### src/design/hpa_pkg.sv
// Shared constants and types for the host port adapter
package hpa_pkg;
  localparam int unsigned CLK_NS  = 20;
  localparam int unsigned TMO_NS  = 10000;
  localparam int unsigned TMO_CYC = TMO_NS / CLK_NS;
  localparam int unsigned TMO_W   = $clog2(TMO_CYC + 1);
  localparam logic [TMO_W-1:0] TMO_LAST = TMO_W'(TMO_CYC - 1);
  localparam int unsigned ACC_NS  = 100;
  localparam int unsigned ACC_CYC = ACC_NS / CLK_NS;
  localparam int unsigned FA_W    = 6;
  localparam int unsigned DW      = 16;
  localparam int unsigned AW      = 16;
  localparam int unsigned BL_W    = 4;

  // Adapter offsets on the microprocessor bus
  localparam logic [3:0] MA_HOLD_HI = 4'h0;
  localparam logic [3:0] MA_HOLD_LO = 4'h1;
  localparam logic [3:0] MA_FADDR   = 4'h2;
  localparam logic [3:0] MA_PSEL    = 4'h3;
  localparam logic [3:0] MA_DMA_LO  = 4'h4;
  localparam logic [3:0] MA_DMA_HI  = 4'h5;
  localparam logic [3:0] MA_ERR     = 4'h6;
  localparam logic [3:0] MA_EVT     = 4'h7;
  localparam logic [3:0] MA_CTRL    = 4'h8;
  localparam logic [3:0] MA_STAT    = 4'h9;
  localparam logic [3:0] MA_VEC     = 4'ha;
  localparam logic [3:0] MA_BURST   = 4'hb;

  localparam int FA_DIR  = 7;
  localparam int CT_RUN  = 0;
  localparam int CT_INH  = 1;
  localparam int CT_IEN  = 2;
  localparam int CT_IRQ  = 3;
  localparam int CT_DP   = 4;
  localparam int CT_ABT  = 6;
  localparam int ST_RDY  = 0;
  localparam int ST_PWRL = 1;
  localparam int ER_TMO  = 0;
  localparam int ER_NXM  = 1;
  localparam int EV_ERR  = 0;
  localparam int EV_MCLR = 1;
  localparam int EV_PRST = 2;
  localparam int EV_PWRL = 3;
  localparam int EV_CMD  = 4;
  localparam int EV_DONE = 5;
  localparam logic [FA_W-1:0] CMD_LOC  = 6'h00;
  localparam logic [7:0]      STAT_RST = 8'h00;
  localparam logic [7:0]      STAT_MCL = 8'h01;

  typedef struct packed {
    logic            req;
    logic            we;
    logic [1:0]      be;
    logic [FA_W-1:0] addr;
    logic [DW-1:0]   wdata;
  } hpa_freq_t;

  typedef struct packed {
    logic       phi2;
    logic       vma;
    logic       rw;
    logic [3:0] addr;
    logic [7:0] data;
  } hpa_mpin_t;

  typedef struct packed {
    logic            req;
    logic            we;
    logic            iack;
    logic            mclr;
    logic            prst;
    logic            pwrl;
    logic            grant;
    logic            other;
    logic            ack;
    logic            nxm;
    logic [FA_W-1:0] addr;
    logic [DW-1:0]   wdata;
  } hpa_hin_t;

  typedef enum logic [1:0] {D_IDLE, D_XFER, D_WAIT, D_REL} hpa_dst_t;

  typedef struct packed {
    logic          last_h;
    logic          m_done;
    logic          h_done;
    logic [DW-1:0] rdata;
  } hpa_rf_t;

  typedef struct packed {
    hpa_mpin_t       mp1;
    hpa_mpin_t       mp2;
    logic            phi_d;
    hpa_hin_t        hin1;
    hpa_hin_t        hin2;
    logic [3:0]      edg_d;
    logic [1:0]      sw;
    logic            host8;
    logic [1:0]      psel;
    logic [7:0]      hh;
    logic [7:0]      hl;
    logic [7:0]      fa;
    hpa_freq_t       mreq;
    hpa_freq_t       hreq;
    logic            hack;
    logic [DW-1:0]   hrdata;
    logic [7:0]      ctrl;
    logic [7:0]      stat;
    logic [7:0]      err;
    logic [7:0]      evt;
    logic [7:0]      vec;
    logic [BL_W-1:0] blen;
    logic [BL_W-1:0] bcnt;
    logic [AW-1:0]   dma_addr;
    logic [DW-1:0]   dma_data;
    logic            dreq;
    logic            wstb;
    logic            dready;
    hpa_dst_t        dst;
    logic [TMO_W-1:0] tmo;
    logic            abort_pend;
    logic            irq_pend;
    logic            host_irq;
    logic [7:0]      mdo;
    logic            mdoe;
    logic            mpu_irq;
  } hpa_st_t;
endpackage

### src/design/hpa_top.sv
// Host port adapter: register file bridge, DMA engine and event flags
//
// Summary of operation
// - Present DMA address, step unless inhibited
// - Bursts 1-16 words, yield to others
// - No other requester: keep bus, continue
// - Data path tied to one port
// - Host interrupt only from microprocessor, gated
// - Errors set flags and summary event
// - Sticky event flags cleared by microprocessor
// - DMA address readable by microprocessor only
// - Multiplexed file, holding and address regs
// - Two-bit port select register
// - Direction zero loads both holding bytes (low only for 8-bit hosts)
// - Direction one stores holding bytes
// - Tie-break serves one side then other
// - Each file access under 100 ns
// - Byte-wide file access for 8-bit hosts
// - Answer only own switch address
// - Power-low status and abort at sector
// - Drive power loss posted in file
// - Host power-low flags, aborts running transfer
// - Reset clears registers
// - Master clear: flag, status to ready only
// - Programmed reset clears ready, interrupts
// - Strobe on trailing edge of phase two
`timescale 1ns/100ps
`default_nettype none
module hpa_top
  import hpa_pkg::*;
(
  input  wire logic            clk_i,
  input  wire logic            rst_n_i,
  input  wire logic [1:0]      port_addr_sw_i,
  input  wire logic            host8_i,
  input  wire logic            mp_phi2_i,
  input  wire logic            mp_vma_i,
  input  wire logic            mp_rw_i,
  input  wire logic [3:0]      mp_addr_i,
  input  wire logic [7:0]      mp_data_i,
  output logic [7:0]           mp_data_o,
  output logic                 mp_data_oe_o,
  output logic                 mpu_irq_o,
  input  wire logic            host_req_i,
  input  wire logic            host_we_i,
  input  wire logic [FA_W-1:0] host_addr_i,
  input  wire logic [DW-1:0]   host_wdata_i,
  output logic                 host_ack_o,
  output logic [DW-1:0]        host_rdata_o,
  output logic                 host_irq_o,
  output logic [7:0]           host_vec_o,
  input  wire logic            host_iack_i,
  input  wire logic            host_mclr_i,
  input  wire logic            host_prst_i,
  input  wire logic            host_pwrl_i,
  output logic                 dma_req_o,
  input  wire logic            dma_grant_i,
  input  wire logic            dma_other_i,
  output logic                 dma_wstb_o,
  input  wire logic            dma_ack_i,
  input  wire logic            dma_nxm_i,
  output logic [AW-1:0]        dma_addr_o,
  output logic [DW-1:0]        dma_data_o,
  input  wire logic            dbus_valid_i,
  input  wire logic [DW-1:0]   dbus_data_i,
  output logic                 dbus_ready_o,
  input  wire logic            sector_end_i
);
  hpa_st_t       s;
  hpa_st_t       n;
  logic          rf_mdone;
  logic          rf_hdone;
  logic [DW-1:0] rf_rdata;
  logic          strobe;
  logic          wr;
  logic          hit;
  logic          dp_hit;
  logic [7:0]    d;

  function automatic logic [7:0] lane(input logic [DW-1:0] w, input logic hi);
    lane = hi ? w[15:8] : w[7:0];
  endfunction

  function automatic logic rise(input logic x, input logic x_d);
    rise = x & ~x_d;
  endfunction

  // ****************************************
  // Register file
  // ****************************************
  hpa_regfile #(
    .DEPTH (64)
  ) u_rf (
    .clk_i    (clk_i),
    .rst_n_i  (rst_n_i),
    .m_req_i  (s.mreq),
    .h_req_i  (s.hreq),
    .m_done_o (rf_mdone),
    .h_done_o (rf_hdone),
    .rdata_o  (rf_rdata)
  );

  assign strobe = s.phi_d & ~s.mp2.phi2 & s.mp2.vma;
  assign wr     = strobe & ~s.mp2.rw;
  assign d      = s.mp2.data;
  assign hit    = (s.psel == s.sw);
  assign dp_hit = (s.ctrl[CT_DP +: 2] == s.sw);

  // ****************************************
  // Next state
  // ****************************************
  always_comb begin
    logic [7:0] ev_set;
    logic [7:0] er_set;
    logic       irq_set;
    logic       mclr_r;
    logic       prst_r;
    logic       pwrl_r;
    logic       iack_r;
    ev_set  = '0;
    er_set  = '0;
    irq_set = 1'b0;
    n       = s;
    n.mp1   = {mp_phi2_i, mp_vma_i, mp_rw_i, mp_addr_i, mp_data_i};
    n.mp2   = s.mp1;
    n.phi_d = s.mp2.phi2;
    n.hin1  = {host_req_i, host_we_i, host_iack_i, host_mclr_i, host_prst_i, host_pwrl_i,
               dma_grant_i, dma_other_i, dma_ack_i, dma_nxm_i, host_addr_i, host_wdata_i};
    n.hin2  = s.hin1;
    n.edg_d = {s.hin2.iack, s.hin2.mclr, s.hin2.prst, s.hin2.pwrl};
    iack_r  = rise(s.hin2.iack, s.edg_d[3]);
    mclr_r  = rise(s.hin2.mclr, s.edg_d[2]);
    prst_r  = rise(s.hin2.prst, s.edg_d[1]);
    pwrl_r  = rise(s.hin2.pwrl, s.edg_d[0]);
    n.dready = 1'b0;

    if (rf_mdone) begin
      n.mreq.req = 1'b0;
      if (!s.mreq.we) begin
        if (s.host8) begin
          n.hl = lane(rf_rdata, s.fa[0]);
        end else begin
          n.hh = rf_rdata[15:8];
          n.hl = rf_rdata[7:0];
        end
      end
    end

    // Host side four-phase file access
    if (rf_hdone) begin
      n.hreq.req = 1'b0;
      n.hack     = 1'b1;
      n.hrdata   = rf_rdata;
      if (s.hreq.we && s.hreq.addr == CMD_LOC) begin
        ev_set[EV_CMD] = 1'b1;
      end
    end else if (s.hin2.req && !s.hack && !s.hreq.req) begin
      n.hreq = {1'b1, s.hin2.we, 2'b11, s.hin2.addr, s.hin2.wdata};
    end
    if (!s.hin2.req) begin
      n.hack = 1'b0;
    end

    if (iack_r) begin
      n.irq_pend = 1'b0;
    end

    // ****************************************
    // Microprocessor writes
    // ****************************************
    // Port select always written
    if (wr && s.mp2.addr == MA_PSEL) begin
      n.psel = d[1:0];
    end
    if (wr && hit) begin
      unique case (s.mp2.addr)
        MA_HOLD_HI: n.hh = d;
        MA_HOLD_LO: n.hl = d;
        MA_FADDR: begin
          n.fa         = d;
          n.mreq.req   = 1'b1;
          n.mreq.we    = d[FA_DIR];
          n.mreq.addr  = s.host8 ? {1'b0, d[FA_W-1:1]} : d[FA_W-1:0];
          n.mreq.be    = s.host8 ? {d[0], ~d[0]} : 2'b11;
          n.mreq.wdata = s.host8 ? {s.hl, s.hl} : {s.hh, s.hl};
        end
        MA_PSEL: ;
        MA_DMA_LO: n.dma_addr[7:0] = d;
        MA_DMA_HI: n.dma_addr[15:8] = d;
        MA_ERR:    n.err = s.err & ~d;
        MA_EVT:    n.evt = s.evt & ~d;
        MA_CTRL: begin
          n.ctrl         = d;
          n.ctrl[CT_IRQ] = 1'b0;
          n.ctrl[CT_ABT] = 1'b0;
          irq_set = d[CT_IRQ];
          if (d[CT_ABT]) begin
            n.abort_pend = 1'b1;
          end
        end
        MA_STAT:  n.stat = d;
        MA_VEC:   n.vec = d;
        MA_BURST: n.blen = d[BL_W-1:0];
        default:  ;
      endcase
    end
    if (irq_set) begin
      n.irq_pend = 1'b1;
    end

    // ****************************************
    // Host reset and power events
    // ****************************************
    // Master clear leaves ready
    if (mclr_r) begin
      ev_set[EV_MCLR] = 1'b1;
      n.stat          = STAT_MCL;
    end
    if (prst_r) begin
      ev_set[EV_PRST] = 1'b1;
      n.stat          = STAT_RST;
    end
    if (pwrl_r) begin
      ev_set[EV_PWRL] = 1'b1;
      if (s.ctrl[CT_RUN]) begin
        n.abort_pend = 1'b1;
      end
    end
    if (s.abort_pend && sector_end_i) begin
      n.abort_pend   = 1'b0;
      n.ctrl[CT_RUN] = 1'b0;
      ev_set[EV_DONE] = 1'b1;
    end

    // ****************************************
    // DMA engine
    // ****************************************
    n.tmo = '0;
    unique case (s.dst)
      D_IDLE: begin
        if (s.ctrl[CT_RUN] && dp_hit && dbus_valid_i) begin
          n.dreq = 1'b1;
          n.bcnt = '0;
          n.dst  = D_XFER;
        end
      end
      D_XFER: begin
        if (!n.ctrl[CT_RUN]) begin
          n.dst = D_REL;
        end else if (s.hin2.grant && !s.hin2.ack) begin
          if (dbus_valid_i) begin
            n.dma_data = dbus_data_i;
            n.dready   = 1'b1;
            n.wstb     = 1'b1;
            n.dst      = D_WAIT;
          end else begin
            n.dst = D_REL;
          end
        end
      end
      D_WAIT: begin
        n.tmo = TMO_W'(s.tmo + 1'b1);
        if (s.hin2.nxm) begin
          n.wstb         = 1'b0;
          er_set[ER_NXM] = 1'b1;
          n.ctrl[CT_RUN] = 1'b0;
          n.dst          = D_REL;
        end else if (s.hin2.ack) begin
          n.wstb = 1'b0;
          if (!s.ctrl[CT_INH]) begin
            n.dma_addr = AW'(s.dma_addr + 1'b1);
          end
          n.bcnt = BL_W'(s.bcnt + 1'b1);
          n.dst  = D_XFER;
          if (s.bcnt == s.blen) begin
            n.bcnt = '0;
            if (s.hin2.other) begin
              n.dst = D_REL;
            end
          end
        end else if (s.tmo == TMO_LAST) begin
          n.wstb         = 1'b0;
          er_set[ER_TMO] = 1'b1;
          n.ctrl[CT_RUN] = 1'b0;
          n.dst          = D_REL;
        end
      end
      D_REL: begin
        // Re-request only after grant seen gone
        n.dreq = 1'b0;
        n.dst  = s.hin2.grant ? D_REL : D_IDLE;
      end
    endcase

    n.err          = n.err | er_set;
    ev_set[EV_ERR] = |n.err;
    n.evt          = n.evt | ev_set;

    n.host_irq = s.irq_pend & s.ctrl[CT_IEN];
    n.mpu_irq  = s.evt[EV_MCLR] | s.evt[EV_PRST];

    // ****************************************
    // Microprocessor read path
    // ****************************************
    n.mdoe = s.mp2.phi2 & s.mp2.vma & s.mp2.rw & hit;
    unique case (s.mp2.addr)
      MA_HOLD_HI: n.mdo = s.hh;
      MA_HOLD_LO: n.mdo = s.hl;
      MA_FADDR:   n.mdo = s.fa;
      MA_PSEL:    n.mdo = {6'h00, s.psel};
      MA_DMA_LO:  n.mdo = s.dma_addr[7:0];
      MA_DMA_HI:  n.mdo = s.dma_addr[15:8];
      MA_ERR:     n.mdo = s.err;
      MA_EVT:     n.mdo = s.evt;
      MA_CTRL:    n.mdo = s.ctrl;
      MA_STAT:    n.mdo = s.stat;
      MA_VEC:     n.mdo = s.vec;
      MA_BURST:   n.mdo = {4'h0, s.blen};
      default:    n.mdo = 8'h00;
    endcase
  end

  // ****************************************
  // State register
  // ****************************************
  // Reset clears all state; switch address and host width load from pins
  always_ff @(posedge clk_i) begin
    if (!rst_n_i) begin
      s       <= '0;
      s.sw    <= port_addr_sw_i;
      s.host8 <= host8_i;
      s.stat  <= STAT_RST;
    end else begin
      s <= n;
    end
  end

  assign mp_data_o    = s.mdo;
  assign mp_data_oe_o = s.mdoe;
  assign mpu_irq_o    = s.mpu_irq;
  assign host_ack_o   = s.hack;
  assign host_rdata_o = s.hrdata;
  assign host_irq_o   = s.host_irq;
  assign host_vec_o   = s.vec;
  assign dma_req_o    = s.dreq;
  assign dma_wstb_o   = s.wstb;
  assign dma_addr_o   = s.dma_addr;
  assign dma_data_o   = s.dma_data;
  assign dbus_ready_o = s.dready;
endmodule
`default_nettype wire

### src/design/hpa_regfile.sv
// Shared register file RAM with two-sided tie-break arbitration
`timescale 1ns/100ps
`default_nettype none
module hpa_regfile
  import hpa_pkg::*;
#(
  parameter int unsigned DEPTH = 64
) (
  input  wire logic          clk_i,
  input  wire logic          rst_n_i,
  input  wire hpa_freq_t     m_req_i,
  input  wire hpa_freq_t     h_req_i,
  output logic               m_done_o,
  output logic               h_done_o,
  output logic [DW-1:0]      rdata_o
);
  hpa_rf_t       s;
  hpa_rf_t       n;
  logic [DW-1:0] mem [DEPTH];
  logic          m_ok;
  logic          gh;
  logic          gm;
  hpa_freq_t     sel;

  assign m_ok = m_req_i.req & ~s.m_done;
  assign gh   = h_req_i.req & ~s.h_done & (~m_ok | ~s.last_h);
  assign gm   = m_ok & ~gh;
  assign sel  = gh ? h_req_i : m_req_i;

  always_comb begin
    n        = s;
    n.h_done = gh;
    n.m_done = gm;
    if (gh | gm) begin
      n.last_h = gh;
      n.rdata  = mem[sel.addr];
    end
  end

  always_ff @(posedge clk_i) begin
    if ((gh | gm) && sel.we) begin
      if (sel.be[1]) begin
        mem[sel.addr][15:8] <= sel.wdata[15:8];
      end
      if (sel.be[0]) begin
        mem[sel.addr][7:0] <= sel.wdata[7:0];
      end
    end
  end

  always_ff @(posedge clk_i) begin
    if (!rst_n_i) begin
      s <= '0;
    end else begin
      s <= n;
    end
  end

  assign m_done_o = s.m_done;
  assign h_done_o = s.h_done;
  assign rdata_o  = s.rdata;
endmodule
`default_nettype wire

### config.mk
export PLATFORM = sky130hd
export DESIGN_NAME = hpa_top
export DESIGN_NICKNAME = d
export VERILOG_FILES = /design/src/design/hpa_pkg.sv /design/src/design/hpa_top.sv /design/src/design/hpa_regfile.sv
export SDC_FILE = /design/constraint.sdc
export NUM_CORES = 2
export LEC_CHECK = 0
export BUFFER_PORTS_ARGS = -buffer_cell sky130_fd_sc_hd__buf_2
export CORE_MARGIN = 2
export CORE_UTILIZATION = 45
export DETAILED_ROUTE_END_ITERATION = 8
export SLEW_MARGIN = 20
export SYNTH_ARGS = -nofsm -noshare
export SYNTH_HDL_FRONTEND = slang
export SYNTH_SLANG_ARGS = --single-unit
### constraint.sdc
create_clock -name clk_i -period 2.75 [get_ports clk_i]
set_input_delay 0.1375 -clock clk_i [delete_from_list [all_inputs] [get_ports clk_i]]
set_output_delay 0.1375 -clock clk_i [all_outputs]
set_load 0.1 [all_outputs]
Yosys cells after proc, flatten, opt, wreduce, memory -nomap -nowiden
Memory sizes are Yosys's and may differ from the RTL's. A register that Yosys moved wholly into a read port is not among the register bits. Cells that the tools add are included.

Reduce and logical (&&, ||, !) cells: 43. Bitwise logic cells: 36. Eq/ne operators: 26. Multiplexer cells: 83. $add $sub $neg: 3.

Operators by type and width (count): 16-bit two-way mux (6); 8-bit case mux with 12 select lines (1); 8-bit two-way mux (11); 50-bit two-way mux (1); 20-bit two-way mux (2); 1-bit two-way mux (38); 37-bit two-way mux (1); 34-bit two-way mux (1); 25-bit two-way mux (1); 2-bit two-way mux (12); 2-bit AND reduction (10); 16-bit by 1-bit adder with 16-bit output, second input constant (1); 8-bit AND (2); 4-bit by 3-bit equality test with 1-bit output, second input constant (4); 4-bit equality test, second input constant (4); 4-bit two-way mux (4); 1-bit AND (15); 1-bit NOT (13); 2-bit inequality test, second input constant (6); 4-bit AND reduction (3); 2-bit nonzero test (6); 1-bit logical AND (10); 9-bit by 1-bit adder with 9-bit output, second input constant (1); 9-bit equality test, second input constant (1); other kinds (26) (37).

Memories kept: 1. Output and inout port bits: 71. Register bits after elaboration: 304. Logic and storage cells: 271. Bits in writable memories: 1024.

Memory list: u_rf.mem (depth 64, width 16, rd ports 1, clocked after memory_dff 1, write ports 1, line hpa_regfile.sv:19) `logic [DW-1:0] mem [DEPTH];`.

Depth between registers and ports, before layout
Depth in word-level cells: 11. Mapped depth: 12. Mapped depth without buffers: 9.

By module
From an unflattened synthesis, not the netlist that was laid out.

Cells, all modules: 3859. Area, all modules: 52394.0 sq um.

By module, submodules not included: hpa_regfile (seq. area each 31129.9 sq um, area each 40096.0 sq um, instances 1, cells each 2505); hpa_top (seq. area each 6035.8 sq um, area each 12298.0 sq um, instances 1, cells each 1354).

Worst setup path after synthesis
OpenSTA, ideal clock, no wires.

Kind: register to register. Start: register u_rf.s[18] (netlist bit). End: memory u_rf.mem[0][10], data pin. Required time: 2.394 ns. Arrival: 2.485 ns. Clock period less this slack: 2.840 ns. Buffers on the path: 4. Stages on the path, launching flop included: 9. Setup slack: -0.090 ns. Cell sequence: dfxtp_1 -> and3b_1 -> buf_4 -> buf_6 -> nor2_1 -> clkbuf_1 -> clkbuf_1 -> nand2_1 -> nand2_1.

RTL lines: from (decl) (line hpa_regfile.sv:17) `hpa_rf_t s;`; from (signal assigned) (line hpa_regfile.sv:55) `s <= n;`; to (decl) (line hpa_regfile.sv:19).

Final worst setup path
Start: register u_rf.s (netlist bit u_rf.m_done_o). End: register u_rf.rdata_o[7] (netlist name).

Longest elaborated chain between the ends: 8.

RTL lines: 1-bit NOT (*) (line hpa_regfile.sv:25) `assign m_ok = m_req_i.req & ~s.m_done;`; 1-bit AND (*) (line hpa_regfile.sv:25); 1-bit NOT (line hpa_regfile.sv:26) `assign gh = h_req_i.req & ~s.h_done & (~m_ok | ~s.last_h);`; 1-bit OR (line hpa_regfile.sv:26); 1-bit AND (line hpa_regfile.sv:26); 1-bit NOT (line hpa_regfile.sv:27) `assign gm = m_ok & ~gh;`; 1-bit AND (line hpa_regfile.sv:27); 1-bit OR (line hpa_regfile.sv:34) `if (gh | gm) begin`.

Every way passes the cells marked *; elsewhere a longest branch is shown, timed or not. A chain may end at the register's enable or synchronous reset.

==> metrics.txt <==
status finished with violations; failing checks setup timing; average size of a mapped cell 13.7 um^2; Clk pin slew, worst setup/hold paths 0.06 ns; final core utilization 57.5%; clk sink count 1343; period utilisation layout 104%; leak pwr 23.4 nW; Primary FF master, synth edfxtp_1; Worst EP required 3.38 ns; Fillers 8990; Worst Path Arrival 3.50 ns; # IOs 141; synthesized net count 3831; slowest CP cell or4_1; worst hold path type in2reg; vias per inst 5.81; total of max-cap violations 0; synthesis-to-finish area growth 26.3%; vias 35100; number of buffers created by CTS 142; Slew Viols, Final 0; worst path cell trace and3b_4 > buf_4 > nor3_1 > buf_4 > a21oi_4 > buf_12 > buf_4 > a21oi_1 > or4_1 > a221oi_1 > a31oi_1; crit path max fanout 10; Max clock buf depth 3; setup ws final -0.113 ns; commonest cells after routing, fill and taps aside edfxtp_1 (1027), buf_4 (489), nand2_1 (383), dfxtp_1 (308), nor2_1 (295); Antenna diodes 0; CORE AREA 113000 um^2; multi-input logic area 14000 um^2; Clock Tree Root clkbuf_16; fmax 349 MHz; GR Overflow Total 0; GP Congestion 0.913; wire per inst 25.7 um; final hold violation count 0; H-tree levels 4; Horiz. Die Dim 342 um; Tmin final 2.86 ns; DR pass1 iterations 6; Ys Warns 0; Layout Skew 0.0289 ns; Area after DPL 57600 um^2; Netlist cell types 78; number of global-route vias before repair 33800; Synth area leaders edfxtp_1 (60%), dfxtp_1 (12%), a22oi_1 (3.1%); Post-synth ARST share 0%; DP HPWL 99700 um; max incr delay on CP 0.69 ns; CP Launch Type register; height of the chip 342 um; largest net degree at the start of global routing 100; row count 123; first-pass GRT wire length 224000 um; DRT iter0 DRCs 3959; port bufs 140; final wirelength 155000 um; Critical Setup Path Class reg2reg; DR DRC count 0; slew margin rel. 42.8%; RSZ-0062 raised after global routing yes; dominant cell type by area after synthesis edfxtp_1; Starting Density 45.5%; fraction of layout instances using a drive strength above 1 25.6%; post-synthesis register bit count 1343; Mapped Cells 3758; sequential element share of the synthesized area 72.3%; EDFF count, synth 1027; Reg area 37200 um^2; final setup fails 73; commonest non-fill, non-tap cell in the layout edfxtp_1; clock latency on the worst-skew pair 0.75 ns; Post-Synthesis Cell Area 51400 um^2; power per cell area 638 nW/um^2; CTS tree yes; Setup crit end kind register; WHS 0.116 ns; area of all placed cells without fillers 64900 um^2; share of the synthesized area in the top cell type 60.0%; initial antenna violation count 4; Top delay family on crit path simple AND/OR/NAND/NOR gates; die area 117000 um^2; Routed Antenna Nets 0; nets 4509; total track usage 25.9%; most frequent CP cell buf_4; Peak VDD IR 0.000557 V; Worst-Margin Slew 0.849 ns; Worst Path Buf+Inv 4
-- power by group --
group	total [mW]	switching (mW)	internal, mW
Combinational	0.940	0.525	0.416
Clock	18.7	7.94	10.8
Sequential	21.7	0.0906	21.6
Total	41.4	8.55	32.8
-- logic make-up (layout without fill, tap and decap cells) --
| kind of cell | Yosys count | in the layout | share of synthesized area [%] |
|---|---|---|---|
| AO/OA/AOI/OAI | 878 | 878 | 11.8 |
| XOR/XNOR | 13 | 13 | 0.222 |
| adder cells (fa/ha/maj) | 3 | 3 | 0.0730 |
| buffers and inverters | 324 | 1115 | 3.13 |
| flip-flops | 1343 | 1343 | 72.3 |
| multiplexers | 161 | 161 | 3.25 |
| AND/OR/NAND/NOR | 1036 | 1038 | 9.20 |
-- through the flow --
stage / std cells / power [mW] / setup WS (ns) / setup TNS (ns)
2_1_floorplan: 3758 / 22.5 / 0.00670 / 0
3_3_place_gp: 5648 / 22.9 / -0.614 / -62.31
3_5_place_dp: 5648 / 22.9 / -0.665 / -74.67
4_1_cts: 6026 / 41.6 / -0.0964 / -0.523
5_1_grt: 6051 / 42.4 / -0.190 / -8.93
6_report: 6051 / 41.4 / -0.113 / -3.90
-- worst paths after layout --
path	cells past startpoint	slack (ns)	endpoint	start
min	2	0.12	n[204]	port_addr_sw_i[1]
max reg2reg	11	-0.11	u_rf.rdata_o[7]	u_rf.m_done_o
min reg2reg	1	0.42	s[220]	n[220]
max	11	-0.11	u_rf.rdata_o[7]	u_rf.m_done_o
-- flip-flops by register name, indices dropped and copies added (netlist names) --
| register | flops |
|---|---|
| u_rf.mem | 1024 |
| s | 166 |
| n | 55 |
| dma_addr_o | 16 |
| dma_data_o | 16 |
| host_rdata_o | 16 |
| u_rf.rdata_o | 16 |
| d | 8 |
| host_vec_o | 8 |
| mp_data_o | 8 |
| dbus_ready_o | 1 |
| dma_req_o | 1 |
| dma_wstb_o | 1 |
| host_ack_o | 1 |
| host_irq_o | 1 |
| mp_data_oe_o | 1 |
| mpu_irq_o | 1 |
| u_rf.h_done_o | 1 |
| u_rf.m_done_o | 1 |
| u_rf.s | 1 |
-- layer usage --
metal  share of wire (%)  up-vias  global-route usage (%)
li1                    -    15600                       -
met1                  41    17600                    35.3
met2                  48     1626                    42.1
met3                 8.3      288                    4.53
met4                 3.2        4                    8.89
met5               0.017        -                       0
-- Yosys cell counts (21+ instances only) --
library cell	n
buf_1	21
o21ai_0	61
a31oi_1	97
or4_1	21
a21oi_1	211
nor2_1	310
dfxtp_1	316
nor3_1	21
nand2_1	403
nand3_1	44
buf_2	66
inv_1	24
clkbuf_1	131
and2_1	101
o22ai_1	21
a22o_1	70
mux2i_1	141
buf_4	78
a221oi_1	84
nor4_1	32
a211oi_1	33
edfxtp_1	1027
a22oi_1	210
-- what timing repair did --
item                                    4_1_cts  5_1_grt
pin swaps                                    39       67
setup buffers                                17       28
hold buffers                                102        0
endpoints found under the hold margin        99        0
gates resized for setup                     131      122
endpoints found under the setup margin      295      466
cloned                                        2        3
-- cell type report --
| type | count | share of cell area (%) |
|---|---|---|
| clock buffers | 190 | 6.00 |
| clock inverters | 69 | 0.983 |
| inverters | 24 | 0.146 |
| multi-input cells | 2093 | 21.5 |
| flip-flops and latches | 1343 | 57.3 |
| well taps | 1500 | 2.89 |
| repair buffers | 832 | 11.2 |
Note: power is estimated with default switching activity, not from simulation.
